## config.mk

```make
export PLATFORM = sky130hd
export DESIGN_NAME = sltc_top
export DESIGN_NICKNAME = d
export VERILOG_FILES = /design/src/hw/sltc_pkg.sv /design/src/hw/sltc_top.sv
export SDC_FILE = /design/constraint.sdc
export NUM_CORES = 1
export LEC_CHECK = 0
export ABC_AREA = 1
export BUFFER_PORTS_ARGS = -buffer_cell sky130_fd_sc_hd__buf_2
export CORE_UTILIZATION = 37
export DETAILED_ROUTE_END_ITERATION = 10
export SLEW_MARGIN = 20
export SYNTH_ARGS = -nofsm -noshare
export SYNTH_HDL_FRONTEND = slang
export SYNTH_SLANG_ARGS = --single-unit
```

## constraint.sdc

```tcl
create_clock -name clk -period 1.95 [get_ports clk]
set_input_delay 0.0975 -clock clk [delete_from_list [all_inputs] [get_ports clk]]
set_output_delay 0.0975 -clock clk [all_outputs]
set_load 0.05 [all_outputs]
```

## src/hw/sltc_pkg.sv

```systemverilog
/*
  Shared constants and types of the sensor line transceiver control block:
  register offsets, reset values, timing figures, current-limit table,
  carrier structs and the driver fault state encoding.
  Assumes a single 25 MHz system clock and an APB master on the logic side.
*/
package sltc_pkg;

  // ----------------------------------------------------------------
  // clock and timing
  // ----------------------------------------------------------------
  localparam int unsigned SLTC_CLK_HZ = 25_000_000;
  localparam int unsigned BLANK_TIME_US = 500;
  localparam int unsigned RETRY_TIME_MS = 50;
  localparam int unsigned WAKE_LOW_TIME_US = 200;
  localparam int unsigned WAKE_HOLD_TIME_US = 500;
  localparam int unsigned CNT_W = 21;

  // ----------------------------------------------------------------
  // register map
  // ----------------------------------------------------------------
  localparam logic [11:0] ADDR_CTRL = 12'h000;
  localparam logic [11:0] ADDR_STATUS = 12'h004;
  localparam logic [11:0] ADDR_LIMIT = 12'h008;
  localparam logic [4:0] CTRL_RESET = 5'h00;

  // load current limit in mA, indexed by {curr_sel1, curr_sel0}
  localparam logic [8:0] LIMIT_MA_LL = 9'h07D;
  localparam logic [8:0] LIMIT_MA_LH = 9'h0FC;
  localparam logic [8:0] LIMIT_MA_HL = 9'h13C;
  localparam logic [8:0] LIMIT_MA_HH = 9'h17C;

  // ----------------------------------------------------------------
  // carriers
  // ----------------------------------------------------------------
  typedef struct packed {
    logic retry_select;
    logic aux_out_level;
    logic aux_out_enable;
    logic link_drive_enable;
    logic link_xcvr_enable;
  } sltc_ctrl_s;

  typedef struct packed {
    logic uv_below;
    logic uv_release;
    logic warn_below;
    logic wake_seen;
    logic link_oc;
    logic link_th;
    logic aux_oc;
    logic aux_th;
  } sltc_sense_s;

  typedef struct packed {
    sltc_sense_s sense;
    logic tx_data;
    logic link_line;
    logic aux_in;
    logic [1:0] curr_sel;
  } sltc_in_s;

  typedef struct packed {
    logic [1:0] curr_sel;
    logic aux_drv_on;
    logic link_drv_on;
    logic rx_level;
    logic aux_in_level;
    logic warn;
    logic uvlo;
    logic aux_fault;
    logic link_fault;
  } sltc_status_s;

  typedef enum logic [1:0] {
    FS_IDLE = 2'b00,
    FS_BLANK = 2'b01,
    FS_FLAG = 2'b10,
    FS_COOL = 2'b11
  } sltc_fault_e;

endpackage : sltc_pkg

```

## src/hw/sltc_top.sv

```systemverilog
/*
  Control logic of the sensor line transceiver: link line and auxiliary
  push-pull drivers, auxiliary input receiver, wake-up pulse, driver fault
  handling with blanking and autoretry, current-limit select decode and
  supply warning / undervoltage flags, with APB control and status.
  Assumes analog comparators deliver overcurrent, thermal, supply and wake
  indications as asynchronous levels, and that pad logic resolves the
  three-signal pins into wires.
*/
// Decided for this implementation: the APB interface to the registers and the address map.
// Overview of operation
// RQ1: retry_select high enables autoretry overload cycling
// RQ2: drive link only with both enables high
// RQ3: link line carries inverted transmit data
// RQ4: link high impedance whenever transceiver disabled
// RQ5: aux output driven only while enabled
// RQ6: aux output carries inverted aux_out_level
// RQ7: aux_in_level is inverted aux input pin
// RQ8: aux input receiver always active
// RQ9: valid wake-up gives 200 us low pulse
// RQ10: undervoltage flag below 7.2 V, release above 7.8 V
// RQ11: warning flag while supply below 16.5 V
// RQ12: static current select sets shared limit
// RQ13: aux fault on long overcurrent or thermal
// RQ14: both drivers push-pull, logic emulates switches
// RQ15: decode select into 125/252/316/380 mA
// RQ16: retry: disable after blanking, re-enable after 50 ms
// RQ17: link fault on long overcurrent or thermal
// RQ18: receive output inverts line, low when disabled
// RQ19: synchronise pins, scale times by clock
// RQ20: analog sense indications arrive as inputs
`timescale 1ns/10ps
`default_nettype none

module sltc_top
  import sltc_pkg::*;
#(
  parameter int unsigned CLK_FREQ_HZ = sltc_pkg::SLTC_CLK_HZ,
  parameter int unsigned BLANK_CYC = sltc_pkg::BLANK_TIME_US * (CLK_FREQ_HZ / 1000) / 1000,
  parameter int unsigned RETRY_CYC = sltc_pkg::RETRY_TIME_MS * (CLK_FREQ_HZ / 1000),
  parameter int unsigned WAKE_CYC = sltc_pkg::WAKE_LOW_TIME_US * (CLK_FREQ_HZ / 1000) / 1000,
  parameter int unsigned HOLD_CYC = sltc_pkg::WAKE_HOLD_TIME_US * (CLK_FREQ_HZ / 1000) / 1000
) (
  input wire logic clk,
  input wire logic reset,
  input wire logic psel,
  input wire logic penable,
  input wire logic pwrite,
  input wire logic [11:0] paddr,
  input wire logic [31:0] pwdata,
  output logic [31:0] prdata,
  output logic pready,
  output logic pslverr,
  input wire logic tx_data,
  output logic rx_data,
  input wire logic link_line_i,
  output logic link_line_o,
  output logic link_line_oe_n,
  output logic aux_out_o,
  output logic aux_out_oe_n,
  input wire logic aux_in_pin,
  output logic aux_in_level,
  output logic wake_pulse_n,
  input wire logic curr_sel1,
  input wire logic curr_sel0,
  output logic [1:0] limit_code,
  output logic [8:0] limit_ma,
  output logic supply_uvlo_n_o,
  output logic supply_uvlo_n_oe_n,
  output logic supply_warn_n_o,
  output logic supply_warn_n_oe_n,
  output logic link_fault_n_o,
  output logic link_fault_n_oe_n,
  output logic aux_fault_n_o,
  output logic aux_fault_n_oe_n,
  input wire sltc_pkg::sltc_sense_s analog_sense
);
  import sltc_pkg::*;

  // ----------------------------------------------------------------
  // input synchronisers
  // ----------------------------------------------------------------
  sltc_in_s raw;
  sltc_in_s meta_q;
  sltc_in_s sync_q;

  assign raw = '{sense: analog_sense, tx_data: tx_data, link_line: link_line_i,
                 aux_in: aux_in_pin, curr_sel: {curr_sel1, curr_sel0}};

  // every pin and comparator level crosses two flops before use
  always_ff @(posedge clk) begin
    meta_q <= raw;   // RQ19 RQ20
    sync_q <= meta_q;
  end

  // ----------------------------------------------------------------
  // registers and APB slave
  // ----------------------------------------------------------------
  sltc_ctrl_s ctrl_q;
  sltc_status_s status;
  logic [31:0] prdata_q;
  logic pready_q;
  logic pslverr_q;
  logic [8:0] limit_ma_q;
  logic [1:0] limit_code_q;
  logic uvlo_q;
  logic warn_q;
  logic [1:0] fault_q;
  logic [1:0] off_q;
  logic link_oe_n_q;
  logic aux_oe_n_q;
  logic rx_q;
  logic aux_in_level_q;
  logic mapped;
  logic apb_done;

  assign mapped = paddr == ADDR_CTRL || paddr == ADDR_STATUS || paddr == ADDR_LIMIT;
  // one wait state: pready rises in the second access cycle
  assign apb_done = psel && penable && pready_q;

  always_ff @(posedge clk) begin
    if (reset) begin
      ctrl_q <= CTRL_RESET;
    end else if (apb_done && pwrite && paddr == ADDR_CTRL) begin
      ctrl_q <= pwdata[4:0];
    end
  end

  assign status = '{curr_sel: limit_code_q, aux_drv_on: !aux_oe_n_q,
                    link_drv_on: !link_oe_n_q, rx_level: rx_q,
                    aux_in_level: aux_in_level_q, warn: warn_q, uvlo: uvlo_q,
                    aux_fault: fault_q[1], link_fault: fault_q[0]};

  always_ff @(posedge clk) begin
    if (reset) begin
      pready_q <= 1'b0;
      pslverr_q <= 1'b0;
      prdata_q <= 32'h0000_0000;
    end else begin
      pready_q <= psel && penable && !pready_q;
      pslverr_q <= psel && penable && !pready_q && !mapped;
      prdata_q <= 32'h0000_0000;
      if (psel && penable && !pready_q && !pwrite) begin
        unique case (paddr)
          ADDR_CTRL: prdata_q <= {27'h000_0000, ctrl_q};
          ADDR_STATUS: prdata_q <= {22'h00_0000, status};
          ADDR_LIMIT: prdata_q <= {23'h00_0000, limit_ma_q};
          default: prdata_q <= 32'h0000_0000;
        endcase
      end
    end
  end

  // ----------------------------------------------------------------
  // current limit select
  // ----------------------------------------------------------------
  // the select pins are meant to be strapped; a change is simply followed
  always_ff @(posedge clk) begin
    if (reset) begin
      limit_code_q <= 2'h0;
      limit_ma_q <= LIMIT_MA_LL;
    end else begin
      limit_code_q <= sync_q.curr_sel;   // RQ12
      unique case (sync_q.curr_sel)   // RQ15
        2'b00: limit_ma_q <= LIMIT_MA_LL;
        2'b01: limit_ma_q <= LIMIT_MA_LH;
        2'b10: limit_ma_q <= LIMIT_MA_HL;
        2'b11: limit_ma_q <= LIMIT_MA_HH;
      endcase
    end
  end

  // ----------------------------------------------------------------
  // supply monitors
  // ----------------------------------------------------------------
  // hysteresis comes from the two comparators; between them the flag holds
  always_ff @(posedge clk) begin
    if (reset) begin
      uvlo_q <= 1'b0;
      warn_q <= 1'b0;
    end else begin
      if (sync_q.sense.uv_below) begin
        uvlo_q <= 1'b1;   // RQ10
      end else if (sync_q.sense.uv_release) begin
        uvlo_q <= 1'b0;   // RQ10
      end
      warn_q <= sync_q.sense.warn_below;   // RQ11
    end
  end

  // ----------------------------------------------------------------
  // driver fault handling, 0 = link driver, 1 = aux driver
  // ----------------------------------------------------------------
  logic [1:0] oc;
  logic [1:0] th;
  sltc_fault_e fst_q [2];
  logic [CNT_W-1:0] fcnt_q [2];

  assign oc = {sync_q.sense.aux_oc, sync_q.sense.link_oc};
  assign th = {sync_q.sense.aux_th, sync_q.sense.link_th};

  for (genvar i = 0; i < 2; i++) begin : g_drv
    always_ff @(posedge clk) begin
      if (reset) begin
        fst_q[i] <= FS_IDLE;
        fcnt_q[i] <= '0;
      end else begin
        unique case (fst_q[i])
          FS_IDLE: begin
            fcnt_q[i] <= '0;
            if (oc[i]) begin
              fst_q[i] <= FS_BLANK;
            end
          end
          FS_BLANK: begin
            fcnt_q[i] <= fcnt_q[i] + 1'b1;
            if (!oc[i]) begin
              fst_q[i] <= FS_IDLE;
            end else if (fcnt_q[i] == CNT_W'(BLANK_CYC - 1)) begin
              fcnt_q[i] <= '0;
              fst_q[i] <= ctrl_q.retry_select ? FS_COOL : FS_FLAG;   // RQ1 RQ16
            end
          end
          FS_FLAG: begin
            // without retry the driver keeps limiting and only flags
            if (!oc[i]) begin
              fst_q[i] <= FS_IDLE;
            end else if (ctrl_q.retry_select) begin
              fst_q[i] <= FS_COOL;   // RQ1
            end
          end
          FS_COOL: begin
            fcnt_q[i] <= fcnt_q[i] + 1'b1;
            if (fcnt_q[i] == CNT_W'(RETRY_CYC - 1)) begin
              fcnt_q[i] <= '0;
              fst_q[i] <= FS_IDLE;   // RQ16
            end
          end
        endcase
      end
    end

    // flag stays through a retry attempt so a persisting overload never blinks
    always_ff @(posedge clk) begin
      if (reset) begin
        fault_q[i] <= 1'b0;
        off_q[i] <= 1'b0;
      end else begin
        off_q[i] <= th[i] || fst_q[i] == FS_COOL;   // RQ16
        if (th[i] || (fst_q[i] == FS_BLANK && oc[i] && fcnt_q[i] == CNT_W'(BLANK_CYC - 1))) begin
          fault_q[i] <= 1'b1;   // RQ13 RQ17
        end else if (!oc[i] && fst_q[i] != FS_COOL) begin
          fault_q[i] <= 1'b0;
        end
      end
    end

  end

  assign link_fault_n_o = 1'b0;
  assign aux_fault_n_o = 1'b0;
  assign supply_uvlo_n_o = 1'b0;
  assign supply_warn_n_o = 1'b0;

  logic lf_oe_n_q;
  logic af_oe_n_q;
  logic uv_oe_n_q;
  logic wn_oe_n_q;

  // open-drain flags: enable low pulls the pin low
  always_ff @(posedge clk) begin
    if (reset) begin
      lf_oe_n_q <= 1'b1;
      af_oe_n_q <= 1'b1;
      uv_oe_n_q <= 1'b1;
      wn_oe_n_q <= 1'b1;
    end else begin
      lf_oe_n_q <= !fault_q[0];   // RQ17
      af_oe_n_q <= !fault_q[1];   // RQ13
      uv_oe_n_q <= !uvlo_q;   // RQ10
      wn_oe_n_q <= !warn_q;   // RQ11
    end
  end

  assign link_fault_n_oe_n = lf_oe_n_q;
  assign aux_fault_n_oe_n = af_oe_n_q;
  assign supply_uvlo_n_oe_n = uv_oe_n_q;
  assign supply_warn_n_oe_n = wn_oe_n_q;

  // ----------------------------------------------------------------
  // drivers and receivers
  // ----------------------------------------------------------------
  logic link_o_q;
  logic aux_o_q;

  // both drivers are push-pull; the output enables emulate switches
  always_ff @(posedge clk) begin
    if (reset) begin
      link_oe_n_q <= 1'b1;
      link_o_q <= 1'b0;
      aux_oe_n_q <= 1'b1;
      aux_o_q <= 1'b0;
      rx_q <= 1'b0;
      aux_in_level_q <= 1'b0;
    end else begin
      link_oe_n_q <= !(ctrl_q.link_xcvr_enable && ctrl_q.link_drive_enable
                       && !off_q[0] && !uvlo_q);   // RQ2 RQ4 RQ14
      link_o_q <= !sync_q.tx_data;   // RQ3
      aux_oe_n_q <= !(ctrl_q.aux_out_enable && !off_q[1] && !uvlo_q);   // RQ5 RQ14
      aux_o_q <= !ctrl_q.aux_out_level;   // RQ6
      rx_q <= ctrl_q.link_xcvr_enable && !uvlo_q && !sync_q.link_line;   // RQ18
      aux_in_level_q <= !sync_q.aux_in;   // RQ7 RQ8
    end
  end

  assign link_line_oe_n = link_oe_n_q;
  assign link_line_o = link_o_q;
  assign aux_out_oe_n = aux_oe_n_q;
  assign aux_out_o = aux_o_q;
  assign rx_data = rx_q;
  assign aux_in_level = aux_in_level_q;

  // ----------------------------------------------------------------
  // wake-up pulse
  // ----------------------------------------------------------------
  logic [CNT_W-1:0] wake_cnt_q;
  logic [CNT_W-1:0] hold_cnt_q;
  logic wake_prev_q;
  logic wake_n_q;
  logic drv_prev_q;
  logic wake_start;

  // a request seen right after our own driver switched is its echo, not a wake
  assign wake_start = sync_q.sense.wake_seen && !wake_prev_q && hold_cnt_q == '0
                      && wake_cnt_q == '0;

  always_ff @(posedge clk) begin
    if (reset) begin
      hold_cnt_q <= '0;
      drv_prev_q <= 1'b0;
    end else begin
      drv_prev_q <= !link_oe_n_q && link_o_q;
      if ((!link_oe_n_q && link_o_q) != drv_prev_q) begin
        hold_cnt_q <= CNT_W'(HOLD_CYC);
      end else if (hold_cnt_q != '0) begin
        hold_cnt_q <= hold_cnt_q - 1'b1;
      end
    end
  end

  always_ff @(posedge clk) begin
    if (reset) begin
      wake_prev_q <= 1'b0;
      wake_cnt_q <= '0;
      wake_n_q <= 1'b1;
    end else begin
      wake_prev_q <= sync_q.sense.wake_seen;
      if (wake_start) begin
        wake_cnt_q <= CNT_W'(WAKE_CYC);
        wake_n_q <= 1'b0;   // RQ9
      end else if (wake_cnt_q != '0) begin
        wake_cnt_q <= wake_cnt_q - 1'b1;
        wake_n_q <= wake_cnt_q == CNT_W'(1);
      end
    end
  end

  assign wake_pulse_n = wake_n_q;

  assign prdata = prdata_q;
  assign pready = pready_q;
  assign pslverr = pslverr_q;
  assign limit_code = limit_code_q;
  assign limit_ma = limit_ma_q;
endmodule : sltc_top

`default_nettype wire

```

==> results.json <==
{
  "route.detailed.drc": 0,
  "timing.rr.end": "fcnt_q[1][9]",
  "critPathKind": "flop to flop",
  "antennaDiodeCount": 0,
  "vias_per_cell": 4.51,
  "dieArea_um2": 21400,
  "num_vias": 6396,
  "initial_core_util_pct": 38.0,
  "die-height_um": 146,
  "number_of_clock_sinks_seen_by_cts": 156,
  "power.density_cell_area_nw_per_um2": 1290,
  "top_level_ports": 122,
  "largest_buffer_count_on_any_clock_path": 2,
  "synth_area_um2": 7710,
  "wire_length_of_the_first_global_routing_pass_um": 28700,
  "synthDominantCellAreaShare_pct": 28.6,
  "insertion_delay_ns": 0.42,
  "report.final.slew_viol_count": 0,
  "clockRootBuffer": "sky130_fd_sc_hd__clkbuf_16",
  "min_path_type": "input port to flop",
  "postRouteWirelength_um": 16900,
  "wire_per_inst_um": 11.9,
  "h_tree_depth_reported_by_cts": 4,
  "post_synth_inst_count": 1026,
  "layout.area.seq_um2": 3580,
  "postSynthRegisterBits": 156,
  "grt_max_degree": 23,
  "outcome": "complete, no violations",
  "fin_nets": 1202,
  "synthDominantAreaCellType": "sky130_fd_sc_hd__dfxtp_1",
  "synth_sequential_area_ratio_pct": 46.5,
  "antenna_violations_before_repair": 0,
  "drt.antenna.violating_nets": 0,
  "cts-buffers-inserted": 17,
  "area_occupied_by_multi_input_gates_um2": 3540,
  "drt-pass1-iter-count": 4,
  "yosys_warnings": 0,
  "power_total_uw": 11800,
  "rsz0062_at_grt": "false",
  "gr-total-overflow": 0,
  "worstRegToRegCells": 9,
  "final.setup.tns_ns": 0,
  "number_of_hold_slack_violations_in_the_final_timing_report": 0,
  "clk_transition_reported_paths_ns": 0.06,
  "largest_clock_skew_in_the_final_design_ns": 0.00830,
  "fp.dieW_um": 146,
  "maxCapViolCount": 0,
  "report.final.setup_viol": 0,
  "crit_fanout": 20,
  "crit_end_category": "flop",
  "core_um2": 20300,
  "syn2layout_area_growth_pct": 18.5,
  "slack_of_the_worst_reg_to_reg_path_ns": 0.21,
  "layout.cells.most_common": "sky130_fd_sc_hd__nand2_1",
  "fillers": 2071,
  "grt_pass1_vias": 6148,
  "leakage_uw": 0.00405,
  "gpl.final_weighted_congestion": 0.855,
  "grt.total_usage_pct": 16.6,
  "timing.critical_path.arrival_ns": 1.91,
  "crit_path_start": "fcnt_q[1][1]",
  "layout_common_cells": "247 x sky130_fd_sc_hd__nand2_1, 234 x sky130_fd_sc_hd__nor2_1, 110 x sky130_fd_sc_hd__dfxtp_1, 96 x sky130_fd_sc_hd__inv_1, 63 x sky130_fd_sc_hd__buf_2",
  "dpl_hpwl_um": 12600,
  "final_period_minus_worst_setup_slack_ns": 1.74,
  "drive_above_1_share_pct": 14.0,
  "worstReg2RegStart": "fcnt_q[1][1]",
  "placement.io_buffers": 63,
  "startpoint_type": "flop",
  "std_cell_rows": 52,
  "worstSetupEndpoint": "fcnt_q[1][9]",
  "fmax_mhz": 574,
  "ys_types": 40,
  "synthTopCellsByArea": "sky130_fd_sc_hd__dfxtp_1 29%, sky130_fd_sc_hd__edfxtp_1 18%, sky130_fd_sc_hd__nand2_1 12%",
  "place_inst": 1366,
  "finalNonFillerCells": 1418,
  "worst_ir_drop_vdd_mv": 0.569,
  "drt-initial-drc-count": 296,
  "syn_area_per_cell_um2": 7.51,
  "worst-endpoint-required_ns": 2.12,
  "fin_crit_share_pct": 89.3,
  "cts_tree": "built"
}
## synthesized netlist by cell type
master and n:
sky130_fd_sc_hd__clkbuf_1 3, sky130_fd_sc_hd__nand3_4 2, sky130_fd_sc_hd__xor2_1 28, sky130_fd_sc_hd__nand3_2 1
sky130_fd_sc_hd__or2_1 1, sky130_fd_sc_hd__nor2_2 19, sky130_fd_sc_hd__xor2_2 1, sky130_fd_sc_hd__o22ai_1 1
sky130_fd_sc_hd__buf_12 1, sky130_fd_sc_hd__buf_2 9, sky130_fd_sc_hd__and2_1 1, sky130_fd_sc_hd__nor2_1 234
sky130_fd_sc_hd__o211ai_1 2, sky130_fd_sc_hd__o21ai_1 6, sky130_fd_sc_hd__xnor2_1 21, sky130_fd_sc_hd__nand2_2 3
sky130_fd_sc_hd__edfxtp_1 46, sky130_fd_sc_hd__buf_1 1, sky130_fd_sc_hd__nand2_4 1, sky130_fd_sc_hd__conb_1 2
sky130_fd_sc_hd__nand4_2 1, sky130_fd_sc_hd__o31ai_1 1, sky130_fd_sc_hd__nor3_2 3, sky130_fd_sc_hd__nor3b_1 1
sky130_fd_sc_hd__or2_2 6, sky130_fd_sc_hd__a2bb2oi_1 2, sky130_fd_sc_hd__dfxtp_1 110, sky130_fd_sc_hd__inv_2 1
sky130_fd_sc_hd__nand3b_1 2, sky130_fd_sc_hd__nand2_1 247, sky130_fd_sc_hd__ha_1 5, sky130_fd_sc_hd__nor3_1 17
sky130_fd_sc_hd__nor2_4 4, sky130_fd_sc_hd__nand4_1 21, sky130_fd_sc_hd__nand3_1 60, sky130_fd_sc_hd__inv_1 97
sky130_fd_sc_hd__a21oi_1 20, sky130_fd_sc_hd__buf_4 33, sky130_fd_sc_hd__or3_1 2, sky130_fd_sc_hd__o21ai_0 10
## where the power goes
| group | internal, uW | switching, uW | leakage (uW) | total [uW] |
|---|---|---|---|---|
| clock network | 1870 | 1360 | 0.000276 | 3230 |
| logic | 1560 | 2740 | 0.00232 | 4300 |
| registers | 3820 | 425 | 0.00145 | 4240 |
## per-stage QoR
| step | setup slack [ns] | hold WS, ns | utilization, % | instance area (um^2) |
|---|---|---|---|---|
| 4_1_cts | 0.156 | 0.0338 | 45.0 | 9130 |
| 3_5_place_dp | 0.177 | 0.201 | 41.2 | 8360 |
| 6_report | 0.209 | 0.0454 | 45.0 | 9130 |
| 2_1_floorplan | 0.127 | 0.125 | - | 7820 |
| 5_1_grt | 0.00355 | 0.0530 | 45.0 | 9130 |
| 3_3_place_gp | 0.224 | 0.202 | 41.2 | 8360 |
## worst min path at each step
stage	depth (start not counted)	to	startpoint	slack, ns
after global routing	2	wake_prev_q	reset	0.05
after floorplan	0	meta_q[0]	curr_sel0	0.13
after CTS	2	wake_prev_q	reset	0.03
final	2	wake_prev_q	reset	0.05
after global placement	1	meta_q[0]	curr_sel0	0.20
after detailed placement	1	meta_q[5]	analog_sense[0]	0.20
## routing by layer
layer,global-route usage [%],vias to the layer above,share of wire (%)
met5,0,-,0
met4,4.74,0,1.4
met3,3.66,20,3.6
met2,28.5,101,48
met1,21.0,2889,47
li1,-,3386,-
## layout make-up
cell class	count	area share, %
sequential	156	39.2
tap	270	3.70
multi-input combinational	754	38.8
inverter	98	4.03
timing repair buffer	108	7.97
clock inverter	12	1.18
clock buffer	20	5.12
## timing repair
action / in CTS / in global routing
endpoints found under the setup margin: 0 / 20
hold buffers: 20 / 0
hold endpoints to repair: 19 / 0
setup buffers: 0 / 0
resized for setup: 0 / 1
## state kept, by name (all words and copies together) (netlist names), 2 cells and up
register,count
wake_cnt_q,21
sync_q,11
hold_cnt_q,21
limit_ma,4
fcnt_q,42
oc,2
ctrl_q,5
limit_code,2
meta_q,13
off_q,2
prdata,10
fault_q,2
fst_q,4
## kinds of logic (layout without fill, tap and decap cells)
group                      count (synthesis)  in the layout  share of synthesized area (%)
adders and majority gates                  5              5                          0.811
and+or+nand+nor                          626            626                           34.9
other                                      2             31                         0.0974
xor gates and xnor gates                  50             50                           5.78
DFF                                      156            156                           46.5
buffers and inverters                    145            238                           9.02
AOI/OAI and AO/OA                         42             42                           2.94
## worst max-delay path: stages, from the launching register on
cell and delay (ns):
sky130_fd_sc_hd__edfxtp_1 0.37, sky130_fd_sc_hd__ha_1 0.23, sky130_fd_sc_hd__nand3_1 0.17, sky130_fd_sc_hd__inv_2 0.12, sky130_fd_sc_hd__nand3_1 0.08, sky130_fd_sc_hd__nor2_1 0.15, sky130_fd_sc_hd__nor2_1 0.05, sky130_fd_sc_hd__nand2_1 0.10
sky130_fd_sc_hd__buf_12 0.16, sky130_fd_sc_hd__nor2_1 0.05
Note: power is estimated with default switching activity, not from simulation.
